===== config.mk =====
export PLATFORM = sky130hd
export DESIGN_NAME = tct_timer_flat
export DESIGN_NICKNAME = d
export VERILOG_FILES = /design/src/logic/tct_pkg.sv /design/src/logic/tct_link_if.sv /design/src/logic/tct_timer.sv /design/src/flat_wrapper.sv
export SDC_FILE = /design/constraint.sdc
export NUM_CORES = 1
export LEC_CHECK = 0
export ABC_AREA = 1
export BUFFER_PORTS_ARGS = -buffer_cell sky130_fd_sc_hd__buf_2
export CORE_ASPECT_RATIO = 2
export CORE_MARGIN = 5
export CORE_UTILIZATION = 57
export DETAILED_ROUTE_END_ITERATION = 12
export PLACE_DENSITY_LB_ADDON = 0.15
export SYNTH_ARGS = -nofsm -noshare
export SYNTH_HDL_FRONTEND = slang
export SYNTH_SLANG_ARGS = --single-unit

===== constraint.sdc =====
create_clock -name CLK_SYS -period 4.1 [get_ports CLK_SYS]
set_clock_uncertainty 0.05 [all_clocks]
set_input_delay 0 -clock CLK_SYS [delete_from_list [all_inputs] [get_ports CLK_SYS]]
set_output_delay 0 -clock CLK_SYS [all_outputs]
set_load 0.01 [all_outputs]

===== src/logic/tct_pkg.sv =====
// Overview of operation
// - Count wraps FFFFh to 0000h, setting flag
// - Interrupt needs on, enable, peripheral, global
// - Flag stays set until software clears it
// - Software clears count and flag first
// - Sleep counting only as asynchronous counter
// - Software arms on, enables, sync-disable for wake
// - Overflow wakes from sleep, next instruction
// - Wake with global enable vectors to 0004h
// - Capture copies count into capture/compare pair
// - Compare match of count triggers event
// - Special event trigger clears the count
// - Special event clear never sets overflow flag
// - Count write beats coincident special event
// - Software uses synchronous mode for special event
package tct_pkg;

   localparam int CNT_W = 16;
   localparam int BYTE_W = 8;
   localparam int DATA_W = 16;
   localparam int ADDR_W = 3;

   localparam logic [CNT_W-1:0] CNT_MAX = 16'hffff;
   localparam logic [CNT_W-1:0] CNT_ZERO = 16'h0000;
   localparam logic [CNT_W-1:0] ISR_VECTOR = 16'h0004;

   // Register offsets of the controller's own map
   localparam logic [ADDR_W-1:0] REG_CTRL = 3'h0;
   localparam logic [ADDR_W-1:0] REG_COUNT_LO = 3'h1;
   localparam logic [ADDR_W-1:0] REG_COUNT_HI = 3'h2;
   localparam logic [ADDR_W-1:0] REG_FLAG = 3'h3;
   localparam logic [ADDR_W-1:0] REG_CAPCOMP_LO = 3'h4;
   localparam logic [ADDR_W-1:0] REG_CAPCOMP_HI = 3'h5;

   // Control register fields
   localparam int CTRL_W = 9;
   localparam int CTRL_ON = 0;
   localparam int CTRL_OVF_IE = 1;
   localparam int CTRL_PERIPH_IE = 2;
   localparam int CTRL_GLOBAL_IE = 3;
   localparam int CTRL_SYNC_DIS = 4;
   localparam int CTRL_CLK_SRC = 5;
   localparam int CTRL_SLEEP = 6;
   localparam int CTRL_MODE_LO = 7;
   localparam logic [CTRL_W-1:0] CTRL_RST = 9'h000;

   // Flag register fields
   localparam int FLAG_OVF = 0;
   localparam int FLAG_CMP = 1;
   localparam int FLAG_IRQ = 2;

   typedef enum logic [1:0] {
      TCT_CCP_OFF,
      TCT_CCP_CAPTURE,
      TCT_CCP_COMPARE,
      TCT_CCP_SPECIAL
   } tct_ccp_mode_t;

   // Replace one byte of a 16-bit pair
   function automatic logic [CNT_W-1:0] tct_put_byte(
      input logic [CNT_W-1:0] value,
      input logic [BYTE_W-1:0] data,
      input logic high);
      logic [CNT_W-1:0] r;
      r = value;
      if (high) begin
         r[CNT_W-1:BYTE_W] = data;
      end else begin
         r[BYTE_W-1:0] = data;
      end
      return r;
   endfunction : tct_put_byte

endpackage : tct_pkg


===== src/logic/tct_link_if.sv =====
`timescale 1ns/1ps
`default_nettype none
interface tct_link_if;
   import tct_pkg::*;

   logic timer_on_bit;
   logic overflow_irq_enable;
   logic peripheral_irq_enable;
   logic global_irq_enable;
   logic sync_disable_bit;
   logic clock_source_select;
   logic sleep;
   tct_ccp_mode_t ccp_mode;
   logic [BYTE_W-1:0] byte_wdata;
   logic count_wr_lo;
   logic count_wr_hi;
   logic capcomp_wr_lo;
   logic capcomp_wr_hi;
   logic flag_clear;
   logic capture_event;
   logic [CNT_W-1:0] count;
   logic [CNT_W-1:0] capcomp;
   logic overflow_irq_flag;
   logic irq;
   logic wake;
   logic compare_event;

   modport dev (
      input timer_on_bit, overflow_irq_enable, peripheral_irq_enable,
      input global_irq_enable, sync_disable_bit, clock_source_select,
      input sleep, ccp_mode, byte_wdata, count_wr_lo, count_wr_hi,
      input capcomp_wr_lo, capcomp_wr_hi, flag_clear, capture_event,
      output count, capcomp, overflow_irq_flag, irq, wake, compare_event
   );

   modport ctl (
      output timer_on_bit, overflow_irq_enable, peripheral_irq_enable,
      output global_irq_enable, sync_disable_bit, clock_source_select,
      output sleep, ccp_mode, byte_wdata, count_wr_lo, count_wr_hi,
      output capcomp_wr_lo, capcomp_wr_hi, flag_clear, capture_event,
      input count, capcomp, overflow_irq_flag, irq, wake, compare_event
   );

endinterface : tct_link_if
`default_nettype wire


===== src/logic/tct_timer.sv =====
`timescale 1ns/1ps
`default_nettype none
module tct_timer (
   input wire logic CLK_SYS,
   input wire logic RST,
   input wire logic EXT_CLK,
   output logic IRQ,
   output logic VECTOR_TAKE,
   output logic [tct_pkg::CNT_W-1:0] VECTOR_ADDR,
   tct_link_if.dev LINK
);
   import tct_pkg::*;

   typedef struct packed {
      logic ext_s1;
      logic ext_s2;
      logic ext_prev;
      logic [CNT_W-1:0] count;
      logic [CNT_W-1:0] capcomp;
      logic flag;
      logic match_prev;
      logic irq;
      logic wake;
      logic vec_take;
      logic cmp_event;
   } tct_dev_state_t;

   tct_dev_state_t s;
   tct_dev_state_t next_s;

   logic tick;
   logic run_ok;
   logic inc;
   logic wrap;
   logic cnt_write;
   logic cc_write;
   logic compare_on;
   logic match;
   logic cmp_hit;
   logic special;
   logic ovf_set;

   always_comb begin
      next_s = s;

      // Pin edge is taken only from the second synchroniser stage
      next_s.ext_s1 = EXT_CLK;
      next_s.ext_s2 = s.ext_s1;
      next_s.ext_prev = s.ext_s2;

      // Internal source counts every instruction cycle
      if (LINK.clock_source_select) begin
         tick = s.ext_s2 & ~s.ext_prev;
      end else begin
         tick = 1'b1;
      end

      // Asleep, only the unsynchronised external counter runs
      run_ok = ~LINK.sleep
         | (LINK.sync_disable_bit & LINK.clock_source_select);

      inc = LINK.timer_on_bit & tick & run_ok;
      wrap = inc & (s.count == CNT_MAX);

      cnt_write = LINK.count_wr_lo | LINK.count_wr_hi;
      cc_write = LINK.capcomp_wr_lo | LINK.capcomp_wr_hi;

      compare_on = (LINK.ccp_mode == TCT_CCP_COMPARE)
         | (LINK.ccp_mode == TCT_CCP_SPECIAL);
      match = compare_on & (s.count == s.capcomp);
      // One event per arrival at the match value, not per cycle held
      cmp_hit = match & ~s.match_prev;
      special = cmp_hit & (LINK.ccp_mode == TCT_CCP_SPECIAL);
      next_s.match_prev = match;
      next_s.cmp_event = cmp_hit;

      // Priority: software write, then special clear, then increment
      if (cnt_write) begin
         if (LINK.count_wr_lo) begin
            next_s.count = tct_put_byte(next_s.count,
               LINK.byte_wdata, 1'b0);
         end
         if (LINK.count_wr_hi) begin
            next_s.count = tct_put_byte(next_s.count,
               LINK.byte_wdata, 1'b1);
         end
      end else if (special) begin
         next_s.count = CNT_ZERO;
      end else if (inc) begin
         next_s.count = s.count + 16'h0001;
      end

      // A wrap lost to a write or a special clear raises nothing
      ovf_set = wrap & ~cnt_write & ~special;

      // Set wins over a coincident clear
      next_s.flag = ovf_set | (s.flag & ~LINK.flag_clear);

      if (cc_write) begin
         if (LINK.capcomp_wr_lo) begin
            next_s.capcomp = tct_put_byte(next_s.capcomp,
               LINK.byte_wdata, 1'b0);
         end
         if (LINK.capcomp_wr_hi) begin
            next_s.capcomp = tct_put_byte(next_s.capcomp,
               LINK.byte_wdata, 1'b1);
         end
      end else if ((LINK.ccp_mode == TCT_CCP_CAPTURE)
                   & LINK.capture_event) begin
         next_s.capcomp = s.count;
      end

      next_s.irq = s.flag & LINK.timer_on_bit
         & LINK.overflow_irq_enable & LINK.peripheral_irq_enable
         & LINK.global_irq_enable;

      // Wake needs no global enable; the core resumes in line
      next_s.wake = ovf_set & LINK.sleep & LINK.timer_on_bit
         & LINK.overflow_irq_enable & LINK.peripheral_irq_enable;
      next_s.vec_take = next_s.wake & LINK.global_irq_enable;
   end

   always_ff @(posedge CLK_SYS) begin
      if (RST) begin
         s <= '0;
      end else begin
         s <= next_s;
      end
   end

   assign IRQ = s.irq;
   assign VECTOR_TAKE = s.vec_take;
   assign VECTOR_ADDR = ISR_VECTOR;
   assign LINK.count = s.count;
   assign LINK.capcomp = s.capcomp;
   assign LINK.overflow_irq_flag = s.flag;
   assign LINK.irq = s.irq;
   assign LINK.wake = s.wake;
   assign LINK.compare_event = s.cmp_event;

endmodule : tct_timer
`default_nettype wire


===== src/flat_wrapper.sv =====
// flat-port wrapper written by rule: the top's interface ports become plain ports
module tct_timer_flat import tct_pkg::*;
  (CLK_SYS, RST, EXT_CLK, IRQ, VECTOR_TAKE, VECTOR_ADDR, LINK_timer_on_bit, LINK_overflow_irq_enable, LINK_peripheral_irq_enable, LINK_global_irq_enable, LINK_sync_disable_bit, LINK_clock_source_select, LINK_sleep, LINK_ccp_mode, LINK_byte_wdata, LINK_count_wr_lo, LINK_count_wr_hi, LINK_capcomp_wr_lo, LINK_capcomp_wr_hi, LINK_flag_clear, LINK_capture_event, LINK_count, LINK_capcomp, LINK_overflow_irq_flag, LINK_irq, LINK_wake, LINK_compare_event);
  tct_link_if LINK_i ();
  input wire logic CLK_SYS;
  input wire logic RST;
  input wire logic EXT_CLK;
  output logic IRQ;
  output logic VECTOR_TAKE;
  output logic [tct_pkg::CNT_W-1:0] VECTOR_ADDR;
  input wire logic [$bits(LINK_i.timer_on_bit)-1:0] LINK_timer_on_bit;
  input wire logic [$bits(LINK_i.overflow_irq_enable)-1:0] LINK_overflow_irq_enable;
  input wire logic [$bits(LINK_i.peripheral_irq_enable)-1:0] LINK_peripheral_irq_enable;
  input wire logic [$bits(LINK_i.global_irq_enable)-1:0] LINK_global_irq_enable;
  input wire logic [$bits(LINK_i.sync_disable_bit)-1:0] LINK_sync_disable_bit;
  input wire logic [$bits(LINK_i.clock_source_select)-1:0] LINK_clock_source_select;
  input wire logic [$bits(LINK_i.sleep)-1:0] LINK_sleep;
  input wire logic [$bits(LINK_i.ccp_mode)-1:0] LINK_ccp_mode;
  input wire logic [$bits(LINK_i.byte_wdata)-1:0] LINK_byte_wdata;
  input wire logic [$bits(LINK_i.count_wr_lo)-1:0] LINK_count_wr_lo;
  input wire logic [$bits(LINK_i.count_wr_hi)-1:0] LINK_count_wr_hi;
  input wire logic [$bits(LINK_i.capcomp_wr_lo)-1:0] LINK_capcomp_wr_lo;
  input wire logic [$bits(LINK_i.capcomp_wr_hi)-1:0] LINK_capcomp_wr_hi;
  input wire logic [$bits(LINK_i.flag_clear)-1:0] LINK_flag_clear;
  input wire logic [$bits(LINK_i.capture_event)-1:0] LINK_capture_event;
  output wire logic [$bits(LINK_i.count)-1:0] LINK_count;
  output wire logic [$bits(LINK_i.capcomp)-1:0] LINK_capcomp;
  output wire logic [$bits(LINK_i.overflow_irq_flag)-1:0] LINK_overflow_irq_flag;
  output wire logic [$bits(LINK_i.irq)-1:0] LINK_irq;
  output wire logic [$bits(LINK_i.wake)-1:0] LINK_wake;
  output wire logic [$bits(LINK_i.compare_event)-1:0] LINK_compare_event;
  assign LINK_i.timer_on_bit = LINK_timer_on_bit;
  assign LINK_i.overflow_irq_enable = LINK_overflow_irq_enable;
  assign LINK_i.peripheral_irq_enable = LINK_peripheral_irq_enable;
  assign LINK_i.global_irq_enable = LINK_global_irq_enable;
  assign LINK_i.sync_disable_bit = LINK_sync_disable_bit;
  assign LINK_i.clock_source_select = LINK_clock_source_select;
  assign LINK_i.sleep = LINK_sleep;
  assign LINK_i.ccp_mode = LINK_ccp_mode;
  assign LINK_i.byte_wdata = LINK_byte_wdata;
  assign LINK_i.count_wr_lo = LINK_count_wr_lo;
  assign LINK_i.count_wr_hi = LINK_count_wr_hi;
  assign LINK_i.capcomp_wr_lo = LINK_capcomp_wr_lo;
  assign LINK_i.capcomp_wr_hi = LINK_capcomp_wr_hi;
  assign LINK_i.flag_clear = LINK_flag_clear;
  assign LINK_i.capture_event = LINK_capture_event;
  assign LINK_count = LINK_i.count;
  assign LINK_capcomp = LINK_i.capcomp;
  assign LINK_overflow_irq_flag = LINK_i.overflow_irq_flag;
  assign LINK_irq = LINK_i.irq;
  assign LINK_wake = LINK_i.wake;
  assign LINK_compare_event = LINK_i.compare_event;
  tct_timer u_core (.CLK_SYS(CLK_SYS), .RST(RST), .EXT_CLK(EXT_CLK), .IRQ(IRQ), .VECTOR_TAKE(VECTOR_TAKE), .VECTOR_ADDR(VECTOR_ADDR), .LINK(LINK_i));
endmodule

## Yosys cells after proc, flatten, opt, wreduce, memory -nomap -nowiden

Index checks and enable logic that the tools add are counted.

- Add/sub/neg operators: 1
- Multiplexer cells: 10
- Equal/unequal tests: 7
- Bitwise gates (word level): 32
- Reduce and logical (&&, ||, !) cells: 4

Operators by type and width:

| operator | count |
|---|---|
| 16-bit two-way mux | 7 |
| 1-bit AND | 21 |
| 16-bit by 1-bit adder with 16-bit output (second input constant) | 1 |
| 16-bit == test | 1 |
| 16-bit == test (second input constant) | 1 |
| 8-bit two-way mux | 2 |
| 1-bit NOT | 6 |
| 1-bit bitwise OR | 5 |
| 2-bit == test (second input constant) | 2 |
| 2-bit inequality test (second input constant) | 2 |
| 2-bit AND reduction | 2 |
| 3-bit nonzero test | 1 |
| 2-bit by 1-bit == test with 1-bit output (second input constant) | 1 |
| 2-bit nonzero test | 1 |
| 1-bit two-way mux | 1 |

- Output and inout port bits: 54
- Logic and storage cells: 67
- Input port bits: 26
- Bits in registers: 41

## Depth between registers and ports, before layout

Gate-level depths: netlist (run 1).

- Depth in word-level cells: 13
- Depth in mapped cells: 13
- Gate-level depth less buffers: 12

## Worst setup path before layout (run 1)

Ideal clock, no wire load.

- Path kind: flip-flop to flip-flop
- From: reg u_core.s, in the netlist u_core.LINK.count[10]
- To: reg u_core.s, in the netlist u_core.LINK.count[0]
- Library setup time: 113 ps
- Period minus slack after synthesis: 1,671 ps
- Data required time: 3,937 ps
- Stages on the path, launching flop included: 10
- Path slack: 2,429 ps
- Path buffers: 2
- Arrival: 1,509 ps
- Path through: dfxtp_1 > clkbuf_1 > xor2_1 > nor3_2 > nand4_4 > nand3_4 > nand2_4 > buf_6 > nor2_1 > nor2_1

- Word-level cells in the longest chain between the ends: 6
- Elaborated cells between the ends (all ways): 7
- Classes of those cells: eq/ne (1); mux (2); bitwise (3); reduce/logical (1)

Ends and longest elaborated chain:

| item | RTL line | text |
|---|---|---|
| start, declared | tct_timer.sv:28 | `tct_dev_state_t s;` |
| start signal, assigned | tct_timer.sv:127 | `s <= next_s;` |
| 16-bit == test (*) | tct_timer.sv:70 | `match = compare_on & (s.count == s.capcomp);` |
| 1-bit AND (*) | tct_timer.sv:70 |  |
| 1-bit AND (*) | tct_timer.sv:72 | `cmp_hit = match & ~s.match_prev;` |
| 1-bit AND (*) | tct_timer.sv:73 | `special = cmp_hit & (LINK.ccp_mode == TCT_CCP_SPECIAL);` |
| 16-bit two-way mux | tct_timer.sv:87 | `end else if (special) begin` |
| 16-bit two-way mux | tct_timer.sv:78 | `if (cnt_write) begin` |

Every way passes the cells marked *; elsewhere a longest branch is shown, timed or not.
A chain may end at the register's enable or synchronous reset.

==> flow_metrics.tcl, run 1 <==
set metrics [dict create \
    synthCells 440 \
    dp_hpwl_um 6400 \
    crit_arrival_ns 2.56 \
    drc 0 \
    worstSetupPathType "in -> reg" \
    n_antenna_cell 0 \
    die_area_um2 6550 \
    cts.root.buffer_cell "clkbuf_8" \
    grt_pass1_vias 2792 \
    cts_resized 0 \
    grt.overflow.total 0 \
    cellPowerDensity_nw_per_um2 327 \
    synthFlopType "dfxtp_1" \
    cp-start-kind "input port" \
    clkTransAtPathRegs_ns 0.08 \
    ys_ff_latch 41 \
    endpoint_kind "flop" \
    cap_viol_max_count 0 \
    cts_tree "done" \
    fin_setup_tns_ns 0 \
    synth_common_cells "127 x nand2_1, 51 x nor2_1, 49 x buf_4" \
    wl_per_cell_um 15.7 \
    startpoint "RST" \
    post-route-util 0.619 \
    max_slew_margin 0.368 \
    finalHoldViolations 0 \
    regToRegSetupSlack_ns 1.92 \
    grt_use_met1 0.270 \
    yosys.area.top_type "dfxtp_1" \
    synthTopCellsByArea "dfxtp_1 29%, nand2_1 17%, buf_4 13%" \
    worstPathRequired_ns 4.29 \
    start_util 0.581 \
    finalWirelength_um 8330 \
    min_path_cells 4 \
    cts_max_level 2 \
    hp-start "LINK_capcomp_wr_lo" \
    r2r-end "u_core.LINK.count[0]" \
    grt_start_max_net_pins 34 \
    coreArea_um2 4860 \
    syn2layout_area_growth_pct 6.51 \
    fin_crit_sh 0.577 \
    rr_startpoint "u_core.LINK.count[4]" \
    synth_edf_count 0 \
    grt_use_met2 0.488 \
    vias_per_cell 5.30 \
    synth_area_um2 2830 \
    dieHeight_um 110 \
    outcome "completed" \
    crit_fanout 33 \
    top_level_ports 80 \
    setup_viol 0 \
    gp_congestion 0.965 \
    die_x_um 59.8 \
    synth.distinct_cells 30 \
    hold_class "in -> reg" \
    synth_area_per_cell_um2 6.42 \
    cts_buffer_depth 2 \
    vias 2810 \
    synth_top_area_share 0.290 \
    max-vdd-ir-drop_uv 250 \
    fmax_mhz 422 \
    finalCriticalPeriod_ns 2.37 \
    antenna_found_initial 0 \
    cts_buffers 5 \
    nets 499 \
    hold_path_end "u_core.LINK.capcomp[2]" \
    grt_most_used_layer "met2" \
    io_buffers 63 \
    drive_above_1_share 0.192 \
    yosysMostFrequentCell "nand2_1" \
    cts_sinks 41 \
    track_usage 0.265 \
    tightest_slew_ns 0.948 \
    grt_pass1_wl_um 13100 \
    r2r_cells 12 \
    ys_seq_area_frac 0.290 \
    p_leak_nw 1.54 \
    grt.met3_usage 0.0329 \
    synthArstFlopShare 0 \
    first_pass_iters 5 \
    drt_iter0_drc 106 \
    insertion_delay_ns 0.30 \
    drv_slew 0 \
    rsz0062_at_grt "false" \
    row_count 36 \
    ys_warn_count 0 \
    drtAntennaViolNets 0 \
]
## area by class of cell
class | count | area [µm²]
fillers | 543 | 1850
well taps | 57 | 71.3
multi-input cells | 310 | 1470
inverters | 42 | 158
clock inverters | 3 | 17.5
flip-flops and latches | 41 | 821
repair buffers | 72 | 405
clock buffers | 5 | 68.8
## where the power goes
part,internal [mW],switching (mW),total (mW)
sequential,0.426,0.0389,0.465
combinational,0.0889,0.162,0.251
clock,0.118,0.151,0.269
## kinds of logic after synthesis
| family | Yosys count | synth area share |
|---|---|---|
| AOI/OAI and AO/OA | 49 | 0.0907 |
| DFF | 41 | 0.290 |
| other | 2 | 0.00266 |
| adders and majority gates | 1 | 0.00443 |
| xor gates and xnor gates | 14 | 0.0434 |
| buffers and inverters | 103 | 0.208 |
| and+or+nand+nor | 230 | 0.360 |
## timing repair
action	4_1_cts	5_1_grt
endpoints found under the hold margin	10	0
hold buffers	9	0
buffers inserted	0	0
## critical path, stage by stage
cell           delay [ns]
dlygate4sd3_1        0.54
buf_2                0.16
inv_1                0.69
nand4_1              0.17
dlygate4sd3_1        0.65
nor3_2               0.18
and2_1               0.15
## per-layer routing
metal,vias up,wire [µm]
li1,1379,-
met1,1263,2930
met2,130,4470
met3,38,458
met4,0,465
met5,-,0
## metrics by stage
stage / power (mW) / std cells / setup WS [ns] / area (µm²) / hold slack, ns
final: 0.986 / 530 / 1.73 / 3010 / 0.0100
after global routing: 1.04 / 530 / 1.56 / 3010 / 0.0336
after CTS: 0.986 / 530 / 1.79 / 3010 / 0.00495
after detailed placement: 0.715 / 513 / 1.98 / 2830 / 0.167
after global placement: 0.713 / 513 / 1.97 / 2830 / 0.150
after floorplan: 0.673 / 454 / 2.43 / 2880 / 0.0191
## cell usage in the layout, fill, tap and decap left out, types with 3 or more instances in the layout
cell type | synthesis | layout
a21oi_1 | 13 | 13
nor3_1 | 11 | 11
xor2_1 | 14 | 14
conb_1 | 2 | 16
inv_2 | 8 | 8
clkbuf_8 | 0 | 5
nand3b_1 | 7 | 7
o21ai_0 | 27 | 27
a31oi_1 | 5 | 5
nor3_2 | 4 | 4
nor2_2 | 3 | 3
nand2_1 | 127 | 127
dfxtp_1 | 41 | 41
inv_1 | 34 | 34
dlygate4sd3_1 | 0 | 9
buf_2 | 3 | 63
nand3_1 | 18 | 18
nor2_1 | 51 | 51
## worst max-delay path by stage
stage	end	slack [ns]	cells after the start
finish	u_core.VECTOR_TAKE	1.73	7
floorplan	u_core.LINK.count[0]	2.43	9
global placement	u_core.LINK.count[0]	1.97	12
global route	u_core.VECTOR_TAKE	1.56	7
detailed placement	u_core.LINK.count[0]	1.98	12
CTS	u_core.VECTOR_TAKE	1.79	7
## state kept, by name, summed over array words and instances, names as in the netlist
register and count:
u_core.LINK.wake 1, u_core.next_s 2, u_core.LINK.overflow_irq_flag 1, u_core.IRQ 1, u_core.LINK.count 16, u_core.s 2
u_core.LINK.compare_event 1, u_core.VECTOR_TAKE 1, u_core.LINK.capcomp 16
(Power assumes the default switching activity.)
==> run 2, diff against run 1 <==
--- a/config.mk
+++ b/config.mk
@@ -9,7 +9,7 @@
 export BUFFER_PORTS_ARGS = -buffer_cell sky130_fd_sc_hd__buf_2
 export CORE_ASPECT_RATIO = 2
 export CORE_MARGIN = 5
-export CORE_UTILIZATION = 57
+export CORE_UTILIZATION = 53
 export DETAILED_ROUTE_END_ITERATION = 12
 export PLACE_DENSITY_LB_ADDON = 0.15
 export SYNTH_ARGS = -nofsm -noshare
==> constraint.sdc (replaced) <==
create_clock -name CLK_SYS -period 2.4 [get_ports CLK_SYS]
set_clock_uncertainty 0.05 [all_clocks]
set_input_delay 0 -clock CLK_SYS [delete_from_list [all_inputs] [get_ports CLK_SYS]]
set_output_delay 0 -clock CLK_SYS [all_outputs]
set_load 0.01 [all_outputs]
==> run 2 against run 1 <==
Net effect: highest routed layer unchanged; design area rose by 4.1%; total power is 85% higher; count of clock-buffer cells in the layout up 2; sequential share of layout area shrank 1.1 points.
==> flow_metrics.tcl, run 2 (synthesized netlist as in run 1, its figures left out) <==
set metrics [dict create \
    cp-start-kind "flop" \
    start_util 0.545 \
    p_int_mw 1.23 \
    track_usage 0.246 \
    finalWirelength_um 8220 \
    drc 0 \
    worst_slack_ns 0.322 \
    max-vdd-ir-drop_uv 393 \
    vias_per_cell 5.28 \
    die_x_um 61.6 \
    dp_cells 521 \
    power_frac_seq 0.433 \
    p_sw_mw 0.590 \
    cellPowerDensity_nw_per_um2 582 \
    cts_tree "done" \
    endpoint_kind "flop" \
    n_antenna_cell 0 \
    die_area_um2 6980 \
    crit_fanout 18 \
    drt_iter0_drc 124 \
    clkTransAtPathRegs_ns 0.08 \
    coreArea_um2 5180 \
    cap_viol_max_count 0 \
    gp_congestion 0.979 \
    postLayoutCellArea_um2 3130 \
    finalHoldViolations 0 \
    worstPathRequired_ns 2.59 \
    hold_class "in -> reg" \
    antenna_found_initial 0 \
    rsz0062_at_grt "false" \
    crit_arrival_ns 2.27 \
    cts_buffer_depth 2 \
    nFillCells 526 \
    cts_max_level 2 \
    min_path_cells 4 \
    layout_commonest_cell "nand2_1" \
    drive_above_1_share 0.200 \
    placed_cell_area_um2 2890 \
    cts_buffers 5 \
    cts_sinks 41 \
    finalCriticalPeriod_ns 2.08 \
    setup_viol 0 \
    grt_pass1_wl_um 12900 \
    nets 510 \
    dieHeight_um 113 \
    top_level_ports 80 \
    io_buffers 63 \
    vias 2860 \
    rr_startpoint "u_core.LINK.count[1]" \
    drtAntennaViolNets 0 \
    fmax_mhz 481 \
    cts.root.buffer_cell "clkbuf_8" \
    hp-start "LINK_capcomp_wr_lo" \
    grt.overflow.total 0 \
    switching_share 0.324 \
    tightest_slew_ns 0.499 \
    grt_start_max_net_pins 23 \
    dp_slack_ns 0.366 \
    clkPwrFrac 0.322 \
    first_pass_iters 4 \
    row_count 37 \
    worstSetupPathType "reg -> reg" \
    max_slew_margin 0.665 \
    wl_per_cell_um 15.2 \
    fin_cells 542 \
    drv_slew 0 \
    outcome "completed" \
    grt_pass1_vias 2743 \
    regToRegSetupSlack_ns 0.32 \
    power.share.combinational 0.245 \
    r2r_cells 12 \
    hold_path_end "u_core.LINK.capcomp[8]" \
    r2r-end "u_core.LINK.count[12]" \
    fin_crit_sh 0.866 \
    syn2layout_area_growth_pct 10.9 \
    layout_common_cells "127 x nand2_1, 63 x buf_2, 51 x nor2_1" \
    post_cts_buffers 0 \
    insertion_delay_ns 0.30 \
    p_leak_nw 1.61 \
    fin_setup_tns_ns 0 \
    dp_hpwl_um 6410 \
]
## run 2: changes by cell type in the layout (fill, tap and decap cells not counted), sizes merged
cell and delta:
dlygate4sd3 +4, clkbuf +2, buf +7, clkinvlp -1, bufinv +1, clkinv -2
## run 2: critical path, stage by stage (launching register included)
cell	delay (ns)
dfxtp_1	0.45
inv_1	0.17
nand2_1	0.09
o21ai_0	0.09
nor2_1	0.09
nand2_1	0.07
nor2_2	0.18
nand4_4	0.27
nand3_4	0.18
nand2_4	0.13
nand2_1	0.09
nand2_1	0.05
nor2_1	0.09
## run 2: layout make-up
type                       count  area (µm²)  share of cell area
clock inverter                 1        30.0             0.00958
tap                           58        72.6              0.0232
multi-input combinational    310        1470               0.469
sequential                    41         821               0.262
inverter                      42         158              0.0503
timing repair buffer          83         498               0.159
clock buffer                   7        86.3              0.0275
## run 2: through the flow
stage	power, mW	hold WS [ns]	util
finish	1.82	0.0155	0.604
global route	1.92	0.0516	0.604
CTS	1.83	0.0133	0.604
detailed placement	1.23	0.167	0.557
global placement	1.23	0.169	0.557
floorplan	1.15	0.0191	-
## run 2: what timing repair did
| item | in CTS | in global routing |
|---|---|---|
| hold endpoints to repair | 13 | 0 |
| gates resized for setup | 0 | 0 |
| hold buffers | 13 | 0 |
| endpoints found under the setup margin | 0 | 0 |
## run 2: worst max-delay path by stage
stage                          startpoint                    end  slack [ns]  cells past startpoint
finish               u_core.LINK.count[1]  u_core.LINK.count[12]        0.32                     12
global route         u_core.LINK.count[6]  u_core.LINK.count[11]        0.08                     12
CTS                  u_core.LINK.count[6]  u_core.LINK.count[12]        0.35                     12
detailed placement   u_core.LINK.count[1]  u_core.LINK.count[11]        0.37                     11
global placement     u_core.LINK.count[1]   u_core.LINK.count[9]        0.39                     11
floorplan           u_core.LINK.count[10]   u_core.LINK.count[0]        0.73                      9
## run 2: power by group through the flow
stage / combinational, mW / clock, mW / sequential (mW)
after floorplan: 0.365 / 0 / 0.784
after global placement: 0.427 / 0 / 0.803
after detailed placement: 0.428 / 0 / 0.804
after CTS: 0.445 / 0.595 / 0.787
after global routing: 0.501 / 0.620 / 0.795
final: 0.447 / 0.587 / 0.789
## run 2: per-layer routing
metal,part of all wire,vias up,GRT usage
met5,0,-,0
met4,0.056,0,0.142
met3,0.063,38,0.0388
met2,0.54,129,0.449
met1,0.34,1292,0.243
li1,-,1401,-
